File: config.mk
export PLATFORM = sky130hd
export DESIGN_NAME = asp_serial_port
export DESIGN_NICKNAME = d
export VERILOG_FILES = /design/src/asp_sync.sv /design/src/asp_serial_port.sv
export SDC_FILE = /design/constraint.sdc
export NUM_CORES = 1
export LEC_CHECK = 0
export ABC_AREA = 1
export BUFFER_PORTS_ARGS = -buffer_cell sky130_fd_sc_hd__buf_2
export CAP_MARGIN = 20
export CORE_UTILIZATION = 56
export CTS_CLUSTER_SIZE = 28
export DETAILED_ROUTE_END_ITERATION = 10
export PLACE_DENSITY_LB_ADDON = 0.15
export SLEW_MARGIN = 0
export SYNTH_ARGS = -nofsm -noshare
export SYNTH_HDL_FRONTEND = slang
export SYNTH_SLANG_ARGS = --single-unit
File: constraint.sdc
create_clock -name i_clk_sys -period 1.83 [get_ports i_clk_sys]
set_input_delay 0.2745 -clock i_clk_sys [delete_from_list [all_inputs] [get_ports i_clk_sys]]
set_output_delay 0.2745 -clock i_clk_sys [all_outputs]
set_load 0.01 [all_outputs]
File: src/asp_sync.sv
// Package for the serial port block, plus the pin input synchroniser.
// Assumes pins are asynchronous to i_clk_sys and change slower than a few clocks.
`timescale 1ns/1ps
`default_nettype none

package asp_pkg;
	localparam int COMM_BITS = 8;
	localparam int DATA_BITS = 24;
	localparam int CNT_W = 5;
	localparam int SEL_W = 3;
	localparam int READ_BIT = 6;
	localparam int SEL_LSB = 3;
	localparam logic [CNT_W-1:0] COMM_LAST = 5'h07;
	localparam logic [CNT_W-1:0] DATA_LAST = 5'h17;
	localparam logic [SEL_W-1:0] DATA_REG_SEL = 3'h3;
	localparam int SYNC_STAGES = 3;
	localparam int PIN_W = 4;
	localparam int PIN_SCLK = 0;
	localparam int PIN_CS = 1;
	localparam int PIN_DIN = 2;
	localparam int PIN_SYNC = 3;
	// Idle levels: clock high, select high, align high (pulled up)
	localparam logic [PIN_W-1:0] PIN_RESET = 4'hB;

	typedef enum logic [1:0] {
		ST_COMM = 2'h0,
		ST_RD = 2'h1,
		ST_WR = 2'h2
	} asp_phase_e;

	typedef struct packed {
		logic valid;
		logic [SEL_W-1:0] sel;
		logic [DATA_BITS-1:0] data;
	} asp_wr_s;

	typedef struct packed {
		asp_phase_e st;
		logic sclk_q;
		logic [CNT_W-1:0] cnt;
		logic [DATA_BITS-1:0] shin;
		logic [DATA_BITS-1:0] shout;
		logic [COMM_BITS-1:0] comm;
		logic load;
		logic rdy_n;
		logic pin;
		asp_wr_s wr;
	} asp_state_s;
endpackage

module asp_pin_sync #(
	parameter int W = 4,
	parameter logic [W-1:0] INIT = '0
) (
	input wire logic i_clk_sys,
	input wire logic i_rstn,
	input wire logic [W-1:0] i_pin,
	output logic [W-1:0] o_lvl
);
	typedef struct packed {
		logic [W-1:0] s1;
		logic [W-1:0] s2;
		logic [W-1:0] s3;
		logic [W-1:0] lvl;
	} asp_sync_s;

	asp_sync_s q, d;

	// A change is accepted only when stages two and three agree
	always_comb begin
		d = q;
		d.s1 = i_pin;
		d.s2 = q.s1;
		d.s3 = q.s2;
		for (int i = 0; i < W; i++) begin
			if (q.s2[i] == q.s3[i]) begin
				d.lvl[i] = q.s3[i];
			end
		end
	end

	always_ff @(posedge i_clk_sys or negedge i_rstn) begin
		if (!i_rstn) begin
			q <= '{s1: INIT, s2: INIT, s3: INIT, lvl: INIT};
		end else begin
			q <= d;
		end
	end

	assign o_lvl = q.lvl;
endmodule

`default_nettype wire

File: src/asp_serial_port.sv
// Serial port and filter-align control of the converter's digital side.
// Assumes the register file answers i_rd_data combinationally from o_rd_sel.
`timescale 1ns/1ps
`default_nettype none

module asp_serial_port (
	input wire logic i_clk_sys,
	input wire logic i_rstn,
	input wire logic i_sclk,
	input wire logic i_cs_n,
	input wire logic i_din,
	input wire logic i_sync_n,
	input wire logic i_conv_done,
	input wire logic i_update_soon,
	input wire logic [asp_pkg::DATA_BITS-1:0] i_rd_data,
	output logic o_dout_rdy,
	output logic o_dout_oe_n,
	output logic o_filt_rst,
	output logic o_mod_rst,
	output logic [asp_pkg::SEL_W-1:0] o_rd_sel,
	output asp_pkg::asp_wr_s o_wr
);
	asp_pkg::asp_state_s q, d;
	logic [asp_pkg::PIN_W-1:0] lvl;
	logic sclk_f, cs_f, din_f, sync_f, rise, fall;
	logic [asp_pkg::COMM_BITS-1:0] comm_nx;

	asp_pin_sync #(
		.W(asp_pkg::PIN_W),
		.INIT(asp_pkg::PIN_RESET)
	) u_sync (
		.i_clk_sys(i_clk_sys),
		.i_rstn(i_rstn),
		.i_pin({i_sync_n, i_din, i_cs_n, i_sclk}),
		.o_lvl(lvl)
	);

	assign sclk_f = lvl[asp_pkg::PIN_SCLK];
	assign cs_f = lvl[asp_pkg::PIN_CS];
	assign din_f = lvl[asp_pkg::PIN_DIN];
	assign sync_f = lvl[asp_pkg::PIN_SYNC];
	assign rise = sclk_f & ~q.sclk_q;
	assign fall = ~sclk_f & q.sclk_q;
	assign comm_nx = {q.shin[asp_pkg::COMM_BITS-2:0], din_f};

	always_comb begin
		d = q;
		d.load = 1'b0;
		d.wr.valid = 1'b0;
		d.sclk_q = sclk_f;
		if (cs_f) begin
			// Deselect aborts any partial word and rearms for a command byte
			d.st = asp_pkg::ST_COMM;
			d.cnt = '0;
		end else begin
			if (rise) begin
				d.shin = {q.shin[asp_pkg::DATA_BITS-2:0], din_f};
				d.cnt = q.cnt + 5'h01;
				unique case (q.st)
					asp_pkg::ST_COMM: begin
						if (q.cnt == asp_pkg::COMM_LAST) begin
							d.cnt = '0;
							d.comm = comm_nx;
							if (comm_nx[asp_pkg::READ_BIT]) begin
								d.st = asp_pkg::ST_RD;
								d.load = 1'b1;
							end else begin
								d.st = asp_pkg::ST_WR;
							end
						end
					end
					asp_pkg::ST_WR: begin
						if (q.cnt == asp_pkg::DATA_LAST) begin
							d.cnt = '0;
							d.st = asp_pkg::ST_COMM;
							d.wr.valid = 1'b1;
							d.wr.sel = q.comm[asp_pkg::SEL_LSB +: asp_pkg::SEL_W];
							d.wr.data = {q.shin[asp_pkg::DATA_BITS-2:0], din_f};
						end
					end
					asp_pkg::ST_RD: begin
						if (q.cnt == asp_pkg::DATA_LAST) begin
							d.cnt = '0;
							d.st = asp_pkg::ST_COMM;
							// Reading the result retires its ready flag
							if (q.comm[asp_pkg::SEL_LSB +: asp_pkg::SEL_W] == asp_pkg::DATA_REG_SEL) begin
								d.rdy_n = 1'b1;
							end
						end
					end
				endcase
			end
			if (fall && q.st == asp_pkg::ST_RD) begin
				d.pin = q.shout[asp_pkg::DATA_BITS-1];
				d.shout = {q.shout[asp_pkg::DATA_BITS-2:0], 1'b0};
			end
		end
		if (q.load) begin
			d.shout = i_rd_data;
		end
		if (i_update_soon) begin
			d.rdy_n = 1'b1;
		end
		if (!sync_f) begin
			d.rdy_n = 1'b1;
		end
		// Set placed last so a completion wins over the update and read clears; align low blocks it
		if (i_conv_done && sync_f) begin
			d.rdy_n = 1'b0;
		end
		if (d.st != asp_pkg::ST_RD) begin
			d.pin = d.rdy_n;
		end
	end

	always_ff @(posedge i_clk_sys or negedge i_rstn) begin
		if (!i_rstn) begin
			q <= '{st: asp_pkg::ST_COMM, sclk_q: 1'b1, cnt: '0, shin: '0, shout: '0, comm: '0,
				load: 1'b0, rdy_n: 1'b1, pin: 1'b1, wr: '0};
		end else begin
			q <= d;
		end
	end

	// Held while the synchronised align level is low
	assign o_filt_rst = ~sync_f;
	assign o_mod_rst = ~sync_f;
	assign o_dout_rdy = q.pin;
	assign o_dout_oe_n = cs_f;
	assign o_rd_sel = q.comm[asp_pkg::SEL_LSB +: asp_pkg::SEL_W];
	assign o_wr = q.wr;
endmodule

`default_nettype wire

# == Word level (Yosys, flattened, before mapping) ==
# Index checks and enable logic that the tools add are counted.
# totals
out_inout_bits,35
regBits,111
elab_cells,79
# classes
n_reduce_logical,12
n_mux,29
eq_ne,12
add_sub_neg,1
bitwise,6
# ops
operator,count
two-way mux 28 bit,3
two-way mux 63 bit,1
two-way mux 24 bit,2
two-way mux 29 bit,1
two-way mux 9 bit,2
two-way mux 5 bit,3
two-way mux 10 bit,1
two-way mux 2 bit,5
one-hot mux 5 bit (2 select lines),1
two-way mux 1 bit,9
AND reduction 4 bit,2
AND reduction 2 bit,3
nonzero test 2 bit,3
adder 5 x 1 -> 5 bit (second input constant),1
equality test 5 x 3 -> 1 bit (second input constant),1
equality test 5 bit (second input constant),1
equality test 1 bit,4
inequality test 2 bit (second input constant),2
NOT 1 bit,4
one-hot mux 2 bit (2 select lines),1
equality test 3 x 2 -> 1 bit (second input constant),1
AND 1 bit,2
equality test 2 x 1 -> 1 bit (second input constant),1
equality test 2 bit (second input constant),1
other kinds (4),5

# == Logic depth before layout (Yosys ltp) ==
# Gate-level depths: netlist (run 1).
# depth
word_depth,10
ltp_mapped,12
ltp_nobuf,12

# == Hierarchy ==
# A second synthesis (run 1) with hierarchy kept.
# unflattened
cells_unflattened,470
area_unflattened_um2,4541.9
# modules_own_cells
module,seq_area_each_um2,instances,area_per_inst_um2,cells_each
asp_serial_port,2230.9,1,4031.4,434
asp_pin_sync,415.4,1,510.5,36

# == Worst setup path after synthesis (run 1) ==
# No wires, ideal clock.
# synth_timing
path_kind,register to register
startpoint,reg q[94] (netlist bit)
endpoint,reg q[44] (netlist bit)
path_slack_ns,0.402
t_required_ns,1.693
stages_incl_launch_ff,9
synth_period_minus_slack_ns,1.428
setup_time_ns,0.137
path_buffers,1
arrival_time_ns,1.291
path_cell_list,dfrtp_1 -> inv_1 -> ha_1 -> inv_1 -> nor3_2 -> nand2_1 -> nand2_1 -> buf_2 -> o221ai_1
# synth_via
elab_chain_cells,4
# synth_lines
item,line,rtl
from (decl),asp_serial_port.sv:23,"asp_pkg::asp_state_s q, d;"
from (signal assigned),asp_serial_port.sv:118,"q <= '{st: asp_pkg::ST_COMM, sclk_q: 1'b1, cnt: '0, shin: '0, shout: '0, comm: '0,"
equality test 2 x 1 -> 1 bit,asp_serial_port.sv:93,if (fall && q.st == asp_pkg::ST_RD) begin
logical AND 1 bit,asp_serial_port.sv:93,
nonzero test 2 bit (no line),--,
AND reduction 2 bit (no line),--,
# Every way passes these cells.
# A chain may end at the register's enable or synchronous reset.

==> impl_summary.txt, run 1 <==
----------------------------------------------------
[GRT]
  Global routing usage summed across all routing layers ... between 10% and 20%
  Overflow left after global routing ... 0
  Largest net degree at the start of global routing ... between 50 and 60
  Antenna violations before repair ... 0
  Wire length of the first global-routing pass ... roughly 13 mm
  Number of global-route vias before repair ... ~2,700

[Clock tree]
  H-Tree Level Count ... 3
  Post-cts resize count ... 0
  Number of buffers added by the clock tree synthesis step ... 9
  Clock-pin slew on the worst setup and hold paths ... approximately 100 ps
  Bufs on Longest Clock Path ... 2
  Post-CTS Setup Bufs ... 0
  Clock latency of the later-clocked register in the worst-skew pair ... 360 ps
  CTS tree ... done
  Post-CTS Hold Buffers ... 5
  # clock sinks ... approximately 110
  Clock root buffer ... clkbuf_8

[Route]
  Detail-routed via count per cell ... around 5.0
  Detailed-route via count ... 2,938
  Iteration count of the initial detailed-routing pass ... 4
  Number of DRC markers after the initial detailed-route iteration ... between 150 and 200
  Aggregate routed wire length ... roughly 7.6 mm
  Drt drc ... 0
  Average detailed-routed wire length per instance ... about 13 um
  Post-detailed-route count of antenna-violating nets ... 0

[Place]
  IO Port Bufs ... 66
  Worst setup timing slack at the placement stage ... 219 ps
  GPL Wtd Cong ... between 0.7 and 0.8
  Final HPWL DP ... about 5.2 mm

[Critical path]
  Path type of the worst setup path ... reg2reg
  Worst-case reg-to-reg path depth ... 12
  Required time at the endpoint of the critical path ... 2130 ps
  Endpoint arrival time on the critical path ... between 1500 and 2000 ps
  CP endpoint kind ... flop
  Largest driver fanout on the critical path ... 4
  Launching element type of the critical path ... flop

[Die]
  Placeable core region ... between 7000 and 8000 um^2
  Chip Width ... 90.3 um
  Area of the die ... 8160 um^2
  Die extent in y ... approximately 90 um
  Number of placement rows ... 31
  Effective utilization at floorplan ... just under 60%
  Count of pins on the block boundary ... 67

[Yosys]
  Net count after synthesis ... approximately 480
  Combined area of all synthesized cells ... between 4000 and 5000 um^2
  Average instance area after synthesis ... around 9.9 um^2
  Number of storage elements in the synthesis netlist ... between 100 and 150
  Synthesized instance count ... roughly 440
  Sequential share of the synthesized area ... between 60% and 70%
  Number of unique standard cell types used by synthesis ... 26
  Yosys Warn Count ... 0

[Final layout]
  Fraction of final layout cells sized beyond drive strength 1 ... a little under a quarter
  Diodes inserted ... 0
  Number of nets in the layout ... 522
  Area growth, synth to finish ... 11.9%
  Filler cell count ... roughly 630

[Timing]
  Headroom to the max-slew limit ... a little under three quarters
  Final-layout setup total negative slack ... 0 ps
  Total of endpoints with negative setup slack in the final report ... 0
  Least-Margin Pin Slew ... about 430 ps
  Final setup margin ... slightly below 200 ps
  Number of endpoints with negative hold slack in the final report ... 0
  Final clock period utilization by the worst path ... ~89%
  Clock Skews ... 10.3 ps
  Maximum operating frequency ... about 0.6 GHz
  Clock period minus final worst setup slack ... around 1600 ps
  RSZ-0062 raised after global routing ... false
  Number of pins exceeding their max-slew limit in the final report ... 0

[Job]
  Maximum capacitance violations ... 0

[Hold path]
  Hold Crit Depth ... 3
  Min-Delay Path Class ... in2reg

[Power]
  Maximum ir drop on the vdd rail ... just over 600 uV
  Power Density ... just under 900 nW/um^2
  Lkg Pwr ... approximately 0.0024 uW
  Final Total Pwr ... between 4000 and 5000 uW

[Status]
  Result of the run ... complete, no violations

----------------------------------------------------
path summary, 6_finish.rpt:
path                                to  slack [ps]           from
min                              q[49]         120  i_rd_data[10]
min reg2reg                u_sync.d[5]         360    u_sync.d[9]
max                         o_dout_rdy         190          q[93]
min in group asynchronous     o_wr[13]         390         i_rstn
max reg2reg                 o_dout_rdy         190          q[93]
max in group asynchronous   o_dout_rdy         790         i_rstn
metrics by stage:
stage	hold slack (ps)	area, um^2	std cells	util, %
2_1_floorplan	-21.1	4370	443	-
3_3_place_gp	241	4620	569	62.4
3_5_place_dp	251	4620	569	62.4
4_1_cts	105	4890	590	66.0
5_1_grt	109	4890	590	66.0
6_report	118	4890	590	66.0
registers in the layout, indices dropped and copies added (netlist names):
| signal | flops |
|---|---|
| comm_nx | 7 |
| o_dout_rdy | 1 |
| o_rd_sel | 3 |
| o_wr | 28 |
| q | 50 |
| u_sync.d | 8 |
| u_sync.o_lvl | 4 |
| u_sync.q | 4 |
worst max-delay path, stage by stage, from the launching register on:
cell,delay [ps]
dfrtp_1,400
inv_1,90
ha_1,340
inv_1,110
nand3_1,130
nand2_1,90
nand3_1,100
nand2_2,80
inv_2,40
nand2_1,50
nand2_1,40
nand2_1,60
inv_1,40
layer usage:
metal / part of all wire [%] / GRT usage [%] / routed length, um / up-vias
li1: - / - / - / 1473
met1: 49 / 27.9 / 3730 / 1399
met2: 47 / 29.8 / 3540 / 62
met3: 3.3 / 3.54 / 249 / 4
met4: 0.45 / 8.47 / 34 / 0
met5: 0 / 0 / 0 / -
synth_stat cells, drive strengths merged:
cell type,instances,area share [%]
nand4,1,0.14
nor3,3,0.57
inv,68,5.8
o22ai,2,0.29
clkbuf,8,0.69
a32o,1,0.23
o21ai,54,6.2
dfstp,15,9.0
o221ai,23,4.6
nor2,8,0.86
buf,41,6.6
a21oi,2,0.23
nand3,11,1.5
or2,1,0.14
o31ai,1,0.17
maj3,4,0.92
ha,4,1.1
o311ai,1,0.20
dfrtp,90,52
nand2,105,9.1
placed cells by master (no fill, tap or decap):
cell type      count
a21oi_1            2
a32o_1             1
buf_12             3
buf_2             65
buf_4              8
bufinv_16          2
clkbuf_8           9
clkinv_2           3
dfrtp_1           90
dfstp_2           15
dlygate4sd3_1      5
ha_1               4
inv_1             66
inv_2              2
inv_6              2
maj3_1             4
nand2_1          103
nand2_2            2
nand3_1            9
nand3_2            2
nand4_1            1
nor2_1             7
nor2_4             1
nor3_1             1
nor3_2             2
o21ai_0           54
o221ai_1          23
o22ai_1            2
o311ai_0           1
o31ai_1            1
or2_2              1
logic make-up after synthesis:
logic type	synth area share, %
DFF	60.6
adders and majority gates	2.06
and+or+nand+nor	12.3
buffers and inverters	13.1
AOI/OAI and AO/OA	11.9
power by group:
part | leakage, uW | internal [uW] | switching [uW] | total, uW
sequential | 0.00127 | 2450 | 69.7 | 2520
clock | 0.000114 | 774 | 789 | 1560
combinational | 0.00105 | 106 | 186 | 291
total | 0.00244 | 3330 | 1040 | 4380
area by class of cell:
class                      count  area (um^2)  area share, %
timing repair buffer          81          495           10.1
multi-input combinational    221         1150           23.5
clock buffer                   9          124           2.53
sequential                   105         2650           54.1
tap                           99          124           2.53
clock inverter                 7         92.6           1.89
inverter                      68          255           5.22
(Power assumes the default switching activity.)
==> inputs of run 2 (changes only) <==
- ABC_AREA: 1 -> 0
- CORE_UTILIZATION: 56 -> 57
==> impl_summary.txt, run 2 <==
----------------------------------------------------
[Timing]
  Clock Skews ... 9.33 ps (-0.980 ps)
  Final-layout setup total negative slack ... 0 ps (unchanged)
  Maximum operating frequency ... 0.552 GHz (-9.8%)
  Number of endpoints with negative hold slack in the final report ... 0 (unchanged)
  Least-Margin Pin Slew ... 395 ps (-38.3 ps)
  Number of pins exceeding their max-slew limit in the final report ... 0 (unchanged)
  Headroom to the max-slew limit ... 73.7% (+2.6 points)
  Clock period minus final worst setup slack ... 1810 ps (+177 ps)
  Final clock period utilization by the worst path ... 99.0% (+9.7 points)
  Total of endpoints with negative setup slack in the final report ... 0 (unchanged)

[Die]
  Area of the die ... 8340 um^2 (+2.2%)
  Effective utilization at floorplan ... 58.8% (-0.15 points)
  Die extent in y ... 91.3 um (+1.1%)
  Number of placement rows ... 32 (+3.2%)
  Placeable core region ... 7730 um^2 (+4.3%)
  Count of pins on the block boundary ... 67 (unchanged)
  Chip Width ... 91.3 um (+1.1%)

[Final layout]
  Filler cell count ... 588 (-6.5%)
  Top library cells by usage in the layout, fill and taps aside ... dfrtp_1, buf_2, mux2_2, nand2_1, mux2i_1
  Flip-flop count of the largest register, all copies and words added ... 50 (unchanged)
  Diodes inserted ... 0 (unchanged)
  Largest register by flop count ... q
  Leading cell type in the layout, fill and taps excluded ... dfrtp_1
  Fraction of final layout cells sized beyond drive strength 1 ... 44.2% (+20 points)
  Number of nets in the layout ... 425 (-19%)
  Final instance area ... 5170 um^2 (+5.8%)
  Non-filler instance count after layout ... 496 (-16%)
  Area growth, synth to finish ... 13.7%

[Clock tree]
  # clock sinks ... 105 (unchanged)
  Clock root buffer ... clkbuf_8
  CTS tree ... done
  Clock-pin slew on the worst setup and hold paths ... 100 ps (about the same)
  H-Tree Level Count ... 3 (unchanged)
  Number of buffers added by the clock tree synthesis step ... 9 (unchanged)
  Bufs on Longest Clock Path ... 2 (unchanged)
  Clock latency of the later-clocked register in the worst-skew pair ... 360 ps (about the same)

[Critical path]
  Critical Path Source ... q[93]
  Setup slack on the worst flop-to-flop path ... 20 ps (-180 ps)
  Biggest cell delay along the critical path ... 410 ps (about the same)
  Sequence of cells on the critical path ... inv_2 -> ha_4 -> xnor2_1 -> a41o_1 -> o31ai_4 -> mux2_2
  Destination of the worst register-to-register timing path ... o_dout_rdy
  Path type of the worst setup path ... reg2reg
  Required time at the endpoint of the critical path ... 2120 ps (about the same)
  Worst-path cell with the longest stage delay ... dfrtp_1
  Worst-case reg-to-reg path depth ... 6 (-6)
  Critical register-to-register path startpoint ... q[93]
  Launching element type of the critical path ... flop
  Endpoint arrival time on the critical path ... 2100 ps (+160 ps)
  Largest driver fanout on the critical path ... 4 (unchanged)
  CP endpoint kind ... flop

[Power]
  Lkg Pwr ... 0.00243 uW (-0.48%)
  Power Density ... 864 nW/um^2 (-3.5%)
  Part of the total power dissipated in the clock network ... 35.3% (-0.4 points)
  Maximum ir drop on the vdd rail ... 519 uV (-16%)
  Internal power ... 3450 uW (+3.6%)
  Sequential fraction of design power ... 57.6% (about the same)
  Final Total Pwr ... 4470 uW (+2.0%)
  Switching part of the total power ... 22.7% (-1.2 points)
  Net switching component of the power ... 1010 uW (-3.1%)
  Combinational power share ... 7.0% (+0.3 points)

[Job]
  Maximum capacitance violations ... 0 (unchanged)

[Yosys]
  Share of the synthesized area in the top cell type ... 49.5% (-2.0 points)
  Most used standard cell by instance count after synthesis ... dfrtp_1
  Average instance area after synthesis ... 13.4 um^2 (+36%)
  Number of storage elements in the synthesis netlist ... 105 (unchanged)
  Post-synth EDFFs ... 0 (unchanged)
  Number of unique standard cell types used by synthesis ... 42 (+62%)
  Fraction of synthesis flops using an asynchronous set or reset pin ... 100% (unchanged)
  Synth area leader ... dfrtp_1
  Net count after synthesis ... 375 (-22%)
  Sequential share of the synthesized area ... 58.2% (-2.4 points)
  Yosys Warn Count ... 0 (unchanged)
  Synthesized instance count ... 339 (-23%)
  Main area contributors after synthesis ... dfrtp_1, dfstp_2, mux2_2
  Most common library cells after synthesis ... dfrtp_1, mux2_2, buf_4, nand2_1, mux2i_1
  Commonest register cell after synthesis ... dfrtp_1
  Combined area of all synthesized cells ... 4550 um^2 (+4.0%)

[GRT]
  Antenna violations before repair ... 0 (unchanged)
  Largest net degree at the start of global routing ... 49 (-3.9%)
  Overflow left after global routing ... 0 (unchanged)
  Number of global-route vias before repair ... 2,479 (-8.2%)
  Wire length of the first global-routing pass ... 11.9 mm (-5.0%)
  Global routing usage summed across all routing layers ... 18.4% (-1.2 points)

[Place]
  GPL Wtd Cong ... 0.820 (+6.1%)
  # placed instances ... 471 (-17%)
  IO Port Bufs ... 66 (unchanged)
  Post-detailed-placement cell area ... 4800 um^2 (+4.0%)
  Final HPWL DP ... 4.60 mm (-11%)

[Route]
  Aggregate routed wire length ... 7.31 mm (-3.2%)
  Iteration count of the initial detailed-routing pass ... 4 (unchanged)
  Number of DRC markers after the initial detailed-route iteration ... 79 (-50%)
  Post-detailed-route count of antenna-violating nets ... 0 (unchanged)
  Average detailed-routed wire length per instance ... 14.7 um (+15%)
  Detailed-route via count ... 2,543 (-13%)
  Drt drc ... 0 (unchanged)
  Detail-routed via count per cell ... 5.13 (+3.0%)

[Hold path]
  Min-Delay Endpoint ... q[51]
  Worst Min Path Start ... i_rd_data[12]
  Min-Delay Path Class ... in2reg
  Hold Crit Depth ... 3 (unchanged)

[Status]
  Result of the run ... complete, no violations

----------------------------------------------------
## run 2: kinds of logic after synthesis
| kind of cell | after synthesis | share of synthesized area [%] |
|---|---|---|
| buffers and inverters | 52 | 7.71 |
| adders and majority gates | 8 | 1.98 |
| muxes | 76 | 19.8 |
| and+or+nand+nor | 58 | 7.07 |
| AOI/OAI and AO/OA | 38 | 4.87 |
| DFF | 105 | 58.2 |
| xor gates and xnor gates | 2 | 0.385 |
## run 2: through the flow
stage / hold slack [ps] / utilization, % / setup slack [ps]
2_1_floorplan: -21.1 / - / 86.2
3_3_place_gp: 223 / 62.2 / -32.8
3_5_place_dp: 227 / 62.2 / -39.3
4_1_cts: 0.297 / 65.8 / 3.29
5_1_grt: 117 / 66.9 / -19.7
6_report: 117 / 66.9 / 17.4
## run 2: worst max path at each step
stage,slack (ps),end
2_1_floorplan,90,o_dout_rdy
3_3_place_gp,-30,o_dout_rdy
3_5_place_dp,-40,o_dout_rdy
4_1_cts,3,o_wr[4]
5_1_grt,-20,o_dout_rdy
6_report,20,o_dout_rdy
## run 2: repair_timing
item                                    CTS  global route
cloned                                    0             2
endpoints found under the setup margin    1            33
resized for setup                         1             6
hold buffers                              4             1
setup buffers                             0             2
endpoints found under the hold margin    24             1
pin swaps                                 0             6
## run 2: layer usage
layer / GRT usage [%] / wire length [um]
met5: 0 / 0
met1: 26.8 / 3590
met2: 27.2 / 3330
met4: 7.54 / 111
met3: 3.85 / 283
## run 2: worst max-delay path: cells and delay by family (launching register included)
kind | cells | cell delay [ps]
AO/OA/AOI/OAI | 2 | 530
XOR/XNOR | 1 | 150
adder cells (fa/ha/maj) | 1 | 220
buffers and inverters | 1 | 90
flip-flops | 1 | 410
multiplexers | 1 | 350
## run 2: cell type report
cell class	count	area (um^2)	share of cell area, %
clock buffer	11	141	2.73
tap	102	128	2.47
clock inverter	5	85.1	1.65
inverter	6	22.5	0.436
multi-input combinational	183	1600	30.9
sequential	105	2650	51.2
timing repair buffer	84	548	10.6
## run 2: power by group through the flow
stage	registers [uW]	clock network [uW]	logic, uW
2_1_floorplan	2580	0	178
3_3_place_gp	2610	0	300
3_5_place_dp	2620	0	308
4_1_cts	2570	1630	317
5_1_grt	2600	1700	351
6_report	2570	1580	314
==> inputs of run 3 (changes only) <==
- CORE_MARGIN: default -> 1
- REMOVE_ABC_BUFFERS: default -> 1
==> impl_summary.txt, run 3 (synthesis gave the netlist of run 2 again) <==
----------------------------------------------------
[Timing]
  Total of endpoints with negative setup slack in the final report ... 0 (unchanged)
  Minimum hold slack ... 19.3 ps (-97.8 ps)
  Maximum operating frequency ... 0.563 GHz (+2.0%)
  Clock period minus final worst setup slack ... 1780 ps (-35.2 ps)
  Clock Skews ... 12.6 ps (+3.29 ps)
  Final clock period utilization by the worst path ... 97.1% (-1.9 points)
  Final-layout setup total negative slack ... 0 ps (unchanged)
  Number of pins exceeding their max-slew limit in the final report ... 0 (unchanged)
  Final setup margin ... 52.6 ps (+35.2 ps)
  Least-Margin Pin Slew ... 463 ps (+67.6 ps)
  Headroom to the max-slew limit ... 69.2% (-4.5 points)
  Number of endpoints with negative hold slack in the final report ... 0 (unchanged)

[Clock tree]
  CTS tree ... done
  Bufs on Longest Clock Path ... 2 (unchanged)
  H-Tree Level Count ... 3 (unchanged)
  Clock root buffer ... clkbuf_8
  Number of buffers added by the clock tree synthesis step ... 9 (unchanged)
  # clock sinks ... 105 (unchanged)
  Clock latency of the later-clocked register in the worst-skew pair ... 350 ps (about the same)
  Clock-pin slew on the worst setup and hold paths ... 90 ps (about the same)
  Post-CTS Setup Bufs ... 0 (unchanged)

[Die]
  Area of the die ... 8340 um^2 (unchanged)
  Effective utilization at floorplan ... 58.8% (unchanged)
  Count of pins on the block boundary ... 67 (unchanged)
  Chip Width ... 91.3 um (unchanged)
  Placeable core region ... 7730 um^2 (unchanged)
  Die extent in y ... 91.3 um (unchanged)
  Number of placement rows ... 32 (unchanged)

[Hold path]
  Min-Delay Path Class ... in2reg
  Worst Min Path Start ... i_cs_n

[Power]
  Power Density ... 843 nW/um^2 (-2.5%)
  Final Total Pwr ... 4290 uW (-4.0%)
  Maximum ir drop on the vdd rail ... 532 uV (+2.5%)
  Lkg Pwr ... 0.00241 uW (-0.95%)

[Route]
  Detail-routed via count per cell ... 5.21 (+1.6%)
  Drt drc ... 0 (unchanged)
  Detailed-route via count ... 2,564 (+0.83%)
  Iteration count of the initial detailed-routing pass ... 4 (unchanged)
  Post-detailed-route count of antenna-violating nets ... 0 (unchanged)
  Average detailed-routed wire length per instance ... 14.3 um (-3.0%)
  Number of DRC markers after the initial detailed-route iteration ... 112 (+42%)
  Aggregate routed wire length ... 7.04 mm (-3.8%)

[Final layout]
  Number of nets in the layout ... 421 (-0.94%)
  Top library cells by usage in the layout, fill and taps aside ... dfrtp_1, buf_2, mux2_2, nand2_1, mux2i_1
  Leading cell type in the layout, fill and taps excluded ... dfrtp_1
  Largest register by flop count ... q
  Area growth, synth to finish ... 11.9%
  Final standard cell utilization of the core ... 65.9% (-1.1 points)
  Fraction of final layout cells sized beyond drive strength 1 ... 43.8% (-0.32 points)
  Flip-flop count of the largest register, all copies and words added ... 50 (unchanged)
  Diodes inserted ... 0 (unchanged)
  Filler cell count ... 600 (+2.0%)

[GRT]
  Global routing usage summed across all routing layers ... 19.0% (+0.51 points)
  Antenna violations before repair ... 0 (unchanged)
  Largest net degree at the start of global routing ... 49 (unchanged)
  Number of global-route vias before repair ... 2,636 (+6.3%)
  Wire length of the first global-routing pass ... 12.5 mm (+5.2%)
  Overflow left after global routing ... 0 (unchanged)

[Critical path]
  Critical Path Source ... q[94]
  Endpoint arrival time on the critical path ... 2060 ps (-40 ps)
  Launching element type of the critical path ... flop
  Path type of the worst setup path ... reg2reg
  Largest driver fanout on the critical path ... 4 (unchanged)
  Critical register-to-register path startpoint ... q[94]
  Required time at the endpoint of the critical path ... 2110 ps (about the same)
  CP endpoint kind ... flop

[Status]
  Result of the run ... complete, no violations

[Place]
  GPL Wtd Cong ... 0.803 (-2.0%)
  IO Port Bufs ... 66 (unchanged)
  Worst setup timing slack at the placement stage ... 41.3 ps (+80.5 ps)
  Final HPWL DP ... 4.76 mm (+3.6%)

[Job]
  Maximum capacitance violations ... 0 (unchanged)

----------------------------------------------------
## run 3: critical path, stage by stage (launching register included)
cell and delay (ps):
dfrtp_1 400, inv_1 120, ha_4 230, xnor2_1 130, a41o_1 280, o31ai_2 200, mux2_2 360
## run 3: path summary, 6_finish.rpt
check | depth (start not counted) | slack (ps) | to
max | 6 | 50 | o_dout_rdy
min | 1 | 20 | u_sync.d[9]
max reg2reg | 6 | 50 | o_dout_rdy
min reg2reg | 0 | 360 | u_sync.d[7]
max in group asynchronous | 3 | 770 | o_wr[10]
min in group asynchronous | 2 | 420 | q[52]
## run 3: timing repair
item,CTS,global route
hold buffers,2,0
setup endpoints to repair,0,5
gates resized for setup,0,4
endpoints found under the hold margin,21,0
## run 3: final cells by class
type,count,area [um^2],area share [%]
Timing Repair Buffer,81,526,10.3
Inverter,6,22.5,0.443
Multi-Input combinational cell,182,1570,30.9
Clock inverter,5,55.1,1.08
Clock buffer,11,141,2.78
Tap cell,102,128,2.51
Sequential cell,105,2650,52.0
## run 3: where the power goes
group          total (uW)  internal (uW)  leakage [uW]  switching, uW
sequential           2580           2470       0.00127            109
clock                1400            669     0.0000974            735
combinational         307            164       0.00104            143
total                4290           3300       0.00241            987
## run 3: metal layers
| metal | part of all wire (%) | GRT usage [%] |
|---|---|---|
| met4 | 1.4 | 6.61 |
| met2 | 49 | 30.7 |
| met1 | 46 | 26.0 |
| met5 | 0 | 0 |
| met3 | 3.2 | 3.27 |
## run 3: through the flow
| stage | area, um^2 | cells |
|---|---|---|
| 3_5_place_dp | 4850 | 474 |
| 3_3_place_gp | 4850 | 474 |
| 6_report | 5090 | 492 |
| 4_1_cts | 5070 | 492 |
| 5_1_grt | 5090 | 492 |
| 2_1_floorplan | 4220 | 293 |
